==> config.mk <==
export PLATFORM = sky130hd
export DESIGN_NAME = lcfg_top
export DESIGN_NICKNAME = d
export VERILOG_FILES = /design/src/common/lcfg_pkg.sv /design/src/common/lcfg_cfg_if.sv /design/src/core/lcfg_hold.sv /design/src/core/lcfg_top.sv
export SDC_FILE = /design/constraint.sdc
export NUM_CORES = 1
export LEC_CHECK = 0
export ABC_AREA = 1
export BUFFER_PORTS_ARGS = -buffer_cell sky130_fd_sc_hd__buf_2
export CAP_MARGIN = 20
export CORE_MARGIN = 1
export CORE_UTILIZATION = 57
export DETAILED_ROUTE_END_ITERATION = 8
export PLACE_DENSITY = 0.8
export SYNTH_ARGS = -nofsm -noshare
export SYNTH_HDL_FRONTEND = slang
export SYNTH_SLANG_ARGS = --single-unit
export TNS_END_PERCENT = 50
==> constraint.sdc <==
create_clock -name clk_sys_in -period 1.95 [get_ports clk_sys_in]
set_clock_uncertainty 0.1 [all_clocks]
set_input_delay 0.0975 -clock clk_sys_in [delete_from_list [all_inputs] [get_ports clk_sys_in]]
set_output_delay 0.0975 -clock clk_sys_in [all_outputs]
set_load 0.005 [all_outputs]
==> src/common/lcfg_pkg.sv <==
// Constants for the laser channel configuration register bank
package lcfg_pkg;

    localparam int ADDR_W = 8;
    localparam int DATA_W = 8;
    localparam int CFG_N  = 7;

    // Register offsets
    localparam logic [7:0] OFF_STATUS    = 8'h00;
    localparam logic [7:0] OFF_MODE_ADC  = 8'h10;
    localparam logic [7:0] OFF_OC_THR    = 8'h11;
    localparam logic [7:0] OFF_MON_RES   = 8'h12;
    localparam logic [7:0] OFF_LOOP_REFH = 8'h13;
    localparam logic [7:0] OFF_REF_LOW   = 8'h14;
    localparam logic [7:0] OFF_CONV_GAIN = 8'h15;
    localparam logic [7:0] OFF_MASK_SIM  = 8'h16;
    localparam logic [7:0] OFF_OP_STATE  = 8'h1C;

    // Array indices of the configuration registers
    localparam int IDX_MODE_ADC  = 0;
    localparam int IDX_OC_THR    = 1;
    localparam int IDX_MON_RES   = 2;
    localparam int IDX_LOOP_REFH = 3;
    localparam int IDX_REF_LOW   = 4;
    localparam int IDX_CONV_GAIN = 5;
    localparam int IDX_MASK_SIM  = 6;

    // Reset values
    localparam logic [7:0] RST_MODE_ADC  = 8'h08;
    localparam logic [7:0] RST_OC_THR    = 8'h00;
    localparam logic [7:0] RST_MON_RES   = 8'hFF;
    localparam logic [7:0] RST_LOOP_REFH = 8'h40;
    localparam logic [7:0] RST_REF_LOW   = 8'h00;
    localparam logic [7:0] RST_CONV_GAIN = 8'h00;
    localparam logic [7:0] RST_MASK_SIM  = 8'h06;
    localparam logic [7:0] RST_OP_STATE  = 8'h05;

    // Writable bit masks; others read as zero
    localparam logic [7:0] WMASK_LOOP_REFH = 8'hDF;
    localparam logic [7:0] WMASK_MASK_SIM  = 8'hBF;
    localparam logic [7:0] WMASK_OP_STATE  = 8'h07;

    // Field positions, register channel_mode_adc_ctrl
    localparam int BIT_REG_MODE   = 0;
    localparam int BIT_CONV_EN    = 1;
    localparam int BIT_RES_DIS    = 2;
    localparam int BIT_CH_LOCK    = 3;
    localparam int ADC_SRC_LSB    = 5;
    // Register loop_config_ref_high
    localparam int REFH_LSB       = 0;
    localparam int BIT_SENSE_RNG  = 2;
    localparam int BIT_MOD_EN     = 3;
    localparam int BIT_VRN_RANGE  = 4;
    localparam int BIT_REF_SWAP   = 6;
    localparam int BIT_LASER_POL  = 7;
    // Register converter_current_gain
    localparam int CONV_CUR_LSB   = 0;
    localparam int SENSE_GAIN_LSB = 6;
    // Register masks_simulation_ctrl
    localparam int BIT_OSC_MASK   = 0;
    localparam int BIT_CHON_MASK  = 1;
    localparam int BIT_ADC_DIV    = 2;
    localparam int BIT_REF_CURVE  = 3;
    localparam int BIT_SIM_OT     = 4;
    localparam int BIT_SIM_OC     = 5;
    localparam int BIT_SIM_OSC    = 7;
    // Register operating_state_ctrl
    localparam int OPST_LSB       = 0;
    localparam int BIT_ANIN_HIZ   = 2;
    // Status register 0x00
    localparam int BIT_MEM_ERR    = 2;
    localparam int BIT_OC_FLAG    = 5;

    // Operating state codes
    localparam logic [1:0] OPST_OPERATE = 2'h1;
    localparam logic [1:0] OPST_CONFIG  = 2'h2;

    // Sense gain factors by code
    localparam logic [5:0] GAIN_C0 = 6'h02;
    localparam logic [5:0] GAIN_C1 = 6'h05;
    localparam logic [5:0] GAIN_C2 = 6'h0A;
    localparam logic [5:0] GAIN_C3 = 6'h32;

    localparam logic [CFG_N-1:0][7:0] CFG_RESET = {
        RST_MASK_SIM, RST_CONV_GAIN, RST_REF_LOW, RST_LOOP_REFH,
        RST_MON_RES, RST_OC_THR, RST_MODE_ADC
    };

    localparam int SYNC_N = 3;

endpackage

==> src/common/lcfg_cfg_if.sv <==
// Carrier between the register bank and the active settings hold
`timescale 1ns/100ps
interface lcfg_cfg_if;
    import lcfg_pkg::*;

    logic [CFG_N-1:0][7:0] shadow;
    logic [CFG_N-1:0][7:0] active;
    logic                  apply;

    modport bank (output shadow, output apply, input active);
    modport hold (input shadow, input apply, output active);
endinterface

==> src/core/lcfg_hold.sv <==
// Active channel settings, loaded from the written registers
`timescale 1ns/100ps
module lcfg_hold (
    input  wire logic   clk_sys_in,
    input  wire logic   rst_b_in,
    lcfg_cfg_if.hold    cfg
);
    import lcfg_pkg::*;

    logic [CFG_N-1:0][7:0] active_ff;

    // Transparent in operation mode, frozen otherwise
    always_ff @(posedge clk_sys_in or negedge rst_b_in) begin
        if (!rst_b_in) begin
            active_ff <= CFG_RESET;
        end else if (cfg.apply) begin
            active_ff <= cfg.shadow;
        end
    end

    assign cfg.active = active_ff;
endmodule // lcfg_hold

==> src/core/lcfg_top.sv <==
// Laser channel configuration register bank top
`timescale 1ns/100ps
module lcfg_top (
    input  wire logic                     clk_sys_in,
    input  wire logic                     rst_b_in,
    // Register access from the serial interface engine
    input  wire logic                     reg_wr_in,
    input  wire logic                     reg_rd_in,
    input  wire logic [lcfg_pkg::ADDR_W-1:0] reg_addr_in,
    input  wire logic [lcfg_pkg::DATA_W-1:0] reg_wdata_in,
    output logic      [lcfg_pkg::DATA_W-1:0] reg_rdata_out,
    output logic                          reg_rvalid_out,
    // Pins and analog events
    input  wire logic                     external_enable_pin_b_in,
    input  wire logic                     overcurrent_event_in,
    input  wire logic                     overtemp_event_in,
    input  wire logic                     osc_fault_event_in,
    // Active channel settings
    output logic                          regulation_mode_select_out,
    output logic                          converter_enable_out,
    output logic [2:0]                    adc_source_select_out,
    output logic                          resistor_disable_out,
    output logic [7:0]                    overcurrent_threshold_out,
    output logic                          overcurrent_detect_en_out,
    output logic [7:0]                    programmable_resistor_out,
    output logic [9:0]                    reference_code_out,
    output logic                          sense_range_select_out,
    output logic                          modulation_enable_out,
    output logic                          vrn_range_select_out,
    output logic                          reference_swap_out,
    output logic                          laser_polarity_select_out,
    output logic [5:0]                    converter_current_code_out,
    output logic [1:0]                    sense_gain_out,
    output logic [5:0]                    sense_gain_factor_out,
    output logic                          adc_divider_enable_out,
    output logic                          reference_curve_select_out,
    output logic                          anin_hiz_out,
    // Channel state and fault signalling
    output logic                          channel_enabled_state_out,
    output logic                          overtemp_active_out,
    output logic                          overcurrent_active_out,
    output logic                          osc_fault_active_out,
    output logic                          fault_check_output_b_out,
    output logic                          memory_error_flag_out,
    output logic                          overcurrent_flag_out
);
    import lcfg_pkg::*;

    // Configuration index of an address; CFG_N when not a config register
    function automatic logic [2:0] cfg_index(input logic [7:0] a);
        logic [7:0] d;
        d = a - OFF_MODE_ADC;
        if (a >= OFF_MODE_ADC && a <= OFF_MASK_SIM) begin
            cfg_index = d[2:0];
        end else begin
            cfg_index = 3'(CFG_N);
        end
    endfunction

    function automatic logic [7:0] cfg_wmask(input logic [2:0] i);
        case (i)
            3'(IDX_LOOP_REFH): cfg_wmask = WMASK_LOOP_REFH;
            3'(IDX_MASK_SIM):  cfg_wmask = WMASK_MASK_SIM;
            default:           cfg_wmask = 8'hFF;
        endcase
    endfunction

    function automatic logic [5:0] gain_factor(input logic [1:0] c);
        case (c)
            2'h0:    gain_factor = GAIN_C0;
            2'h1:    gain_factor = GAIN_C1;
            2'h2:    gain_factor = GAIN_C2;
            default: gain_factor = GAIN_C3;
        endcase
    endfunction

    lcfg_cfg_if cfg ();

    lcfg_hold u_hold (
        .clk_sys_in (clk_sys_in),
        .rst_b_in   (rst_b_in),
        .cfg        (cfg)
    );

    // Written register images
    logic [CFG_N-1:0][7:0] shadow_ff;
    logic [7:0]            op_state_ff;
    logic [7:0]            rdata_ff;
    logic                  rvalid_ff;
    logic                  mem_err_ff;
    logic                  oc_flag_ff;

    // Pin synchronisers: three stages, filtered value
    logic [3:0] sync1_ff;
    logic [3:0] sync2_ff;
    logic [3:0] sync3_ff;
    logic [3:0] pin_ff;

    // Registered derived outputs
    logic       ch_on_ff;
    logic       ot_ff;
    logic       oc_ff;
    logic       osc_ff;
    logic       chk_b_ff;
    logic       oc_det_ff;
    logic [5:0] gain_fac_ff;

    // Decode of register access
    wire logic [2:0] wr_idx     = cfg_index(reg_addr_in);
    wire logic       cfg_hit    = (wr_idx != 3'(CFG_N));
    wire logic       cfg_wr     = reg_wr_in && cfg_hit;
    wire logic       opst_wr    = reg_wr_in && (reg_addr_in == OFF_OP_STATE);
    wire logic       status_rd  = reg_rd_in && (reg_addr_in == OFF_STATUS);
    wire logic [7:0] wr_mask    = cfg_wmask(wr_idx);
    wire logic [7:0] wr_masked  = reg_wdata_in & wr_mask;

    // Operating state
    wire logic [1:0] opst       = op_state_ff[OPST_LSB +: 2];
    wire logic       in_operate = (opst == OPST_OPERATE);
    wire logic       opst_bad   = (opst != OPST_OPERATE) &&
                                  (opst != OPST_CONFIG);

    // Active register views
    wire logic [7:0] a_mode = cfg.active[IDX_MODE_ADC];
    wire logic [7:0] a_thr  = cfg.active[IDX_OC_THR];
    wire logic [7:0] a_res  = cfg.active[IDX_MON_RES];
    wire logic [7:0] a_refh = cfg.active[IDX_LOOP_REFH];
    wire logic [7:0] a_refl = cfg.active[IDX_REF_LOW];
    wire logic [7:0] a_conv = cfg.active[IDX_CONV_GAIN];
    wire logic [7:0] a_msk  = cfg.active[IDX_MASK_SIM];

    // Filtered pins
    wire logic ext_en_req = ~pin_ff[0];
    wire logic oc_pin     = pin_ff[1];
    wire logic ot_pin     = pin_ff[2];
    wire logic osc_pin    = pin_ff[3];

    // Events, including simulated ones
    wire logic oc_det_en  = (a_thr != 8'h00);
    // Loaded in step with the hold so the output never lags the threshold
    wire logic nxt_oc_det = in_operate ?
                            (shadow_ff[IDX_OC_THR] != 8'h00) :
                            oc_det_en;
    wire logic oc_event   = (oc_pin && oc_det_en) ||
                            a_msk[BIT_SIM_OC];
    wire logic ot_event   = ot_pin || a_msk[BIT_SIM_OT];
    wire logic osc_event  = osc_pin || a_msk[BIT_SIM_OSC];

    // Channel on only with pin request, unlocked and no overcurrent or overtemperature event
    wire logic nxt_ch_on  = ext_en_req && !a_mode[BIT_CH_LOCK] &&
                            !oc_event && !ot_event;
    wire logic nxt_chk_b  = !((osc_event && !a_msk[BIT_OSC_MASK]) ||
                              (nxt_ch_on && !a_msk[BIT_CHON_MASK]));

    // Memory error: set wins over validation by operation mode
    wire logic mem_err_set = opst_bad || (cfg_wr && !in_operate);
    wire logic nxt_mem_err = mem_err_set || (mem_err_ff && !in_operate);

    // Overcurrent sticky flag: set wins over read clear
    wire logic nxt_oc_flag = oc_event || (oc_flag_ff && !status_rd);

    wire logic [7:0] status_val = (8'(mem_err_ff) << BIT_MEM_ERR) |
                                  (8'(oc_flag_ff) << BIT_OC_FLAG);
    wire logic [7:0] nxt_rdata  = (reg_addr_in == OFF_STATUS)   ? status_val :
                                  cfg_hit                       ?
                                      shadow_ff[wr_idx]         :
                                  (reg_addr_in == OFF_OP_STATE) ? op_state_ff :
                                  8'h00;

    always_ff @(posedge clk_sys_in or negedge rst_b_in) begin
        if (!rst_b_in) begin
            shadow_ff <= CFG_RESET;
        end else if (cfg_wr) begin
            shadow_ff[wr_idx] <= wr_masked;
        end
    end

    always_ff @(posedge clk_sys_in or negedge rst_b_in) begin
        if (!rst_b_in) begin
            op_state_ff <= RST_OP_STATE;
        end else if (opst_wr) begin
            op_state_ff <= reg_wdata_in & WMASK_OP_STATE;
        end
    end

    // Read answer one cycle after the strobe
    always_ff @(posedge clk_sys_in or negedge rst_b_in) begin
        if (!rst_b_in) begin
            rdata_ff  <= 8'h00;
            rvalid_ff <= 1'b0;
        end else begin
            rvalid_ff <= reg_rd_in;
            if (reg_rd_in) begin
                rdata_ff <= nxt_rdata;
            end
        end
    end

    always_ff @(posedge clk_sys_in or negedge rst_b_in) begin
        if (!rst_b_in) begin
            mem_err_ff <= 1'b0;
            oc_flag_ff <= 1'b0;
        end else begin
            mem_err_ff <= nxt_mem_err;
            oc_flag_ff <= nxt_oc_flag;
        end
    end

    // Filter accepts a change only when stages two and three agree
    always_ff @(posedge clk_sys_in or negedge rst_b_in) begin
        if (!rst_b_in) begin
            sync1_ff <= 4'h1;
            sync2_ff <= 4'h1;
            sync3_ff <= 4'h1;
            pin_ff   <= 4'h1;
        end else begin
            sync1_ff <= {osc_fault_event_in, overtemp_event_in,
                         overcurrent_event_in, external_enable_pin_b_in};
            sync2_ff <= sync1_ff;
            sync3_ff <= sync2_ff;
            for (int i = 0; i < 4; i++) begin
                if (sync2_ff[i] == sync3_ff[i]) begin
                    pin_ff[i] <= sync3_ff[i];
                end
            end
        end
    end

    always_ff @(posedge clk_sys_in or negedge rst_b_in) begin
        if (!rst_b_in) begin
            ch_on_ff    <= 1'b0;
            ot_ff       <= 1'b0;
            oc_ff       <= 1'b0;
            osc_ff      <= 1'b0;
            chk_b_ff    <= 1'b1;
            oc_det_ff   <= 1'b0;
            gain_fac_ff <= GAIN_C0;
        end else begin
            oc_det_ff   <= nxt_oc_det;
            ch_on_ff    <= nxt_ch_on;
            ot_ff       <= ot_event;
            oc_ff       <= oc_event;
            osc_ff      <= osc_event;
            chk_b_ff    <= nxt_chk_b;
            gain_fac_ff <= gain_factor(a_conv[SENSE_GAIN_LSB +: 2]);
        end
    end

    // Hold is transparent only in operation mode
    assign cfg.shadow = shadow_ff;
    assign cfg.apply  = in_operate;

    assign reg_rdata_out  = rdata_ff;
    assign reg_rvalid_out = rvalid_ff;

    assign regulation_mode_select_out = a_mode[BIT_REG_MODE];
    assign converter_enable_out       = a_mode[BIT_CONV_EN];
    assign adc_source_select_out      = a_mode[ADC_SRC_LSB +: 3];
    assign resistor_disable_out       = a_mode[BIT_RES_DIS];
    assign overcurrent_threshold_out  = a_thr;
    assign overcurrent_detect_en_out  = oc_det_ff;
    assign programmable_resistor_out  = a_res;
    assign reference_code_out         = {a_refh[REFH_LSB +: 2], a_refl};
    assign sense_range_select_out     = a_refh[BIT_SENSE_RNG];
    assign modulation_enable_out      = a_refh[BIT_MOD_EN];
    assign vrn_range_select_out       = a_refh[BIT_VRN_RANGE];
    assign reference_swap_out         = a_refh[BIT_REF_SWAP];
    assign laser_polarity_select_out  = a_refh[BIT_LASER_POL];
    assign converter_current_code_out = a_conv[CONV_CUR_LSB +: 6];
    assign sense_gain_out             = a_conv[SENSE_GAIN_LSB +: 2];
    assign sense_gain_factor_out      = gain_fac_ff;
    assign adc_divider_enable_out     = a_msk[BIT_ADC_DIV];
    assign reference_curve_select_out = a_msk[BIT_REF_CURVE];
    assign anin_hiz_out               = op_state_ff[BIT_ANIN_HIZ];

    assign channel_enabled_state_out  = ch_on_ff;
    assign overtemp_active_out        = ot_ff;
    assign overcurrent_active_out     = oc_ff;
    assign osc_fault_active_out       = osc_ff;
    assign fault_check_output_b_out   = chk_b_ff;
    assign memory_error_flag_out      = mem_err_ff;
    assign overcurrent_flag_out       = oc_flag_ff;

endmodule // lcfg_top

==> results.yml <==
hold_path:
  hold_path.class: "primary input to flip-flop"
  worst_hold_path.num_cells: 3
  min_from: "reg_wdata_in[7]"
  hold_end: "cfg.shadow[39]"
drt:
  via_per_inst: 5.37
  initialDrtViolationCount: 402
  met3RoutedLength_um: 1210
  antenna_violating_nets_post_route: 0
  drt-wirelength-per-cell_um: 16.3
  vias: 5048
  uppermost_metal_layer_occupied_by_signal_nets: "met4"
  post-route-drc-count: 0
  firstDrtPassIters: 5
  routed_wl_um: 15300
  wirelength_met1_um: 6940
  detailroute.wirelength.met2_um: 6660
die:
  fp.coreArea_sq_mm: 0.0110
  floorplan.initialDensity: 0.593
  fp.dieH_um: 109
  placementRows: 38
  dieArea_sq_mm: 0.0119
  die_w_um: 109
  io_pins: 95
setup_path:
  sort_of_element_at_the_end_of_the_critical_path: "flip-flop"
  reg2reg_setup_slack_ns: 0.37
  crit_path_cell_trace: "dlygate4sd3_1 -> buf_2 -> nand2_2 -> inv_1 -> nand2_2 -> nand2_4 -> nor2_8 -> nand2_4 -> nor2_4 -> nand2_2 -> nand2_1 -> o21ai_2"
  worstSetupPathType: "primary input to flip-flop"
  rr_endpoint: "u_hold.cfg.active[5]"
  cpMaxStageDelayCell: "dlygate4sd3_1"
  critical-path-max-stage-delay_ns: 0.55
  crit_top_cell: "nand2_2"
  reg2reg_depth: 6
  critPathArrivalTime_ns: 2.03
  worstSetupStartpointType: "primary input"
  crit-reg2reg-launch: "op_state_ff[1]"
  cp_data_required_time_ns: 2.16
  worst_path_maximum_fanout: 8
cells_and_area:
  layout-drive-gt1-share: 0.261
  nets: 812
  antenna-diode-count: 0
  fin_cells: 940
  syn_to_final_growth_pct: 15.1
global_routing:
  grt.overflow.total: 0
  grt_first_pass_wirelength_um: 24600
  track_usage: 0.281
  grt_start_max_net_pins: 54
  first_global_vias: 4727
  antenna_violations_before_repair: 0
pwr:
  power.switching_fraction: 0.251
  power.leakage_uw: 0.00382
  power_density_mw_per_mm2: 881
  p_switching_uw: 1660
  internal_power_uw: 4970
  pwr-share-seq: 0.485
  comb_power_share: 0.061
  peakVddDrop_v: 0.000471
  clockPowerShare: 0.454
logic_synthesis:
  synth_area_leader_cell: "dfrtp_1"
  ys_async_sr_fraction: 1.00
  synth_fp_nets: 740
  mappedNetlistArea_sq_mm: 0.00654
  synth.lib_cells_used.distinct: 40
  synth-edff-count: 0
  synth_sequential_area_ratio: 0.576
  synth_top_cell_area_share: 0.448
  synthTopCellsByArea: "dfrtp_1 45%, nand2_1 15%, dfstp_2 13%"
  synth_ff_type: "dfrtp_1"
  gate_count_after_technology_mapping: 715
  yosysWarnings: 0
  ys_ff_latch: 149
  synth.avg_cell_area_sq_um: 9.15
clocking:
  tritoncts_clock_tree: "built"
  cts.sinks: 149
  cts_inserted_buffers: 17
  cts_max_path_buffers: 2
  maximum_level_of_the_cts_h_tree: 4
  clk_pin_slew_worst_paths_ns: 0.06
  clk-insertion-delay-late_ns: 0.43
  root_buffer: "clkbuf_16"
sta:
  period_share: 0.931
  layout_min_cycle_time_ns: 1.82
  worst_slew_margin_rel: 0.638
  totalNegativeSetupSlack_ns: 0
  report.final.slew_viol_count: 0
  finalWorstSetupSlack_ns: 0.134
  fmax_mhz: 551
  worst_pin_slew_ns: 0.542
  setup-violations-final: 0
  rsz0062_at_grt: "false"
  number_of_endpoints_with_negative_hold_slack_in_the_final_report: 1
  hold-worst-slack_ns: -0.000360
run_status:
  outcome: "finished, violations left"
  failed_checks: "hold timing"
placed_design:
  count_of_input_and_output_buffers: 94
  post-place-cells: 897
  place_hpwl_um: 10700
  finalWeightedCongestion: 0.957
  pre_cts_slack_ns: 0.102
job:
  max_cap_viol_count: 0
[per-stage QoR]
step | util | power (uW) | cell area, sq um
floorplan | - | 3450 | 6540
global placement | 0.622 | 3660 | 6860
detailed placement | 0.622 | 3670 | 6860
CTS | 0.681 | 6670 | 7510
global route | 0.683 | 6880 | 7530
finish | 0.683 | 6640 | 7530
[registers in the layout, summed over array words and instances, names as in the netlist, 3 cells and up]
register               count
sync1_ff                   4
op_state_ff                3
u_hold.cfg.active         53
cfg.shadow                56
sync2_ff                   4
sense_gain_factor_out      4
reg_rdata_out              8
sync3_ff                   4
pin_ff                     4
[area by class of cell]
| class | count | area [sq um] |
|---|---|---|
| Sequential cell | 149 | 3770 |
| Fill cell | 860 | 3500 |
| Multi-Input combinational cell | 446 | 2120 |
| Timing Repair Buffer | 114 | 689 |
| Clock buffer | 17 | 425 |
| Inverter | 59 | 229 |
| Tap cell | 140 | 175 |
| Clock inverter | 15 | 123 |
[synthesized netlist by cell type (3+ instances only)]
cell      number
o21ai_1       24
nand3_1       23
nor2_1        17
buf_6          6
nand2_2        5
dfstp_2       32
nand3_4        3
inv_1         54
dfrtp_1      117
maj3_1         4
nand2_1      268
o21ai_0       45
o21ai_2       16
inv_4          3
clkbuf_1      12
nand4_1       10
a21oi_1        8
buf_4         42
nand2_4        3
[cell usage in the layout, fill, tap and decap left out, types with 17 or more instances in the layout]
master and instances:
inv_1 54, o21ai_0 44, nor2_1 17, dfrtp_1 117, o21ai_1 25, clkbuf_16 17
nand2_1 267, buf_2 93, dfstp_2 32, nand3_1 23
[metal layers]
| layer | vias to the layer above | track usage |
|---|---|---|
| li1 | 2386 | - |
| met1 | 2404 | 0.414 |
| met2 | 226 | 0.400 |
| met3 | 32 | 0.0622 |
| met4 | 0 | 0.122 |
| met5 | - | 0 |
[cells by family (layout without fill, tap and decap cells)]
family | Yosys count | in the layout | synth area share
and+or+nand+nor | 341 | 342 | 0.225
DFF | 149 | 149 | 0.576
buffers and inverters | 121 | 205 | 0.103
AOI/OAI and AO/OA | 99 | 99 | 0.0876
adders and majority gates | 5 | 5 | 0.00803
[what timing repair did]
action                                 4_1_cts  5_1_grt
resized for setup                            0        5
buffers inserted                             0        0
hold buffers                                10        0
endpoints found under the hold margin      136        0
setup endpoints to repair                    0       22
[power groups by stage]
stage	clock (uW)	combinational (uW)	sequential (uW)
floorplan	0	178	3270
global placement	0	384	3270
detailed placement	0	391	3280
CTS	3040	409	3220
global route	3200	450	3230
finish	3010	406	3220
[worst max-delay path by stage]
stage / start / endpoint / slack [ns] / cells after the start
3_5_place_dp: reg_addr_in[5] / cfg.shadow[32] / 0.10 / 11
4_1_cts: reg_addr_in[1] / cfg.shadow[36] / 0.03 / 12
6_report: reg_addr_in[1] / cfg.shadow[38] / 0.13 / 12
3_3_place_gp: reg_addr_in[5] / cfg.shadow[32] / 0.16 / 11
2_1_floorplan: op_state_ff[0] / u_hold.cfg.active[32] / 0.29 / 6
5_1_grt: reg_addr_in[1] / cfg.shadow[45] / 0.05 / 12
[critical path, delay by kind of cell]
family	cells	cell delay [ns]
AOI/OAI and AO/OA	1	0.05
buffers and inverters	3	0.81
and+or+nand+nor	8	1.06
No activity file was read; power rests on OpenSTA's default activity.
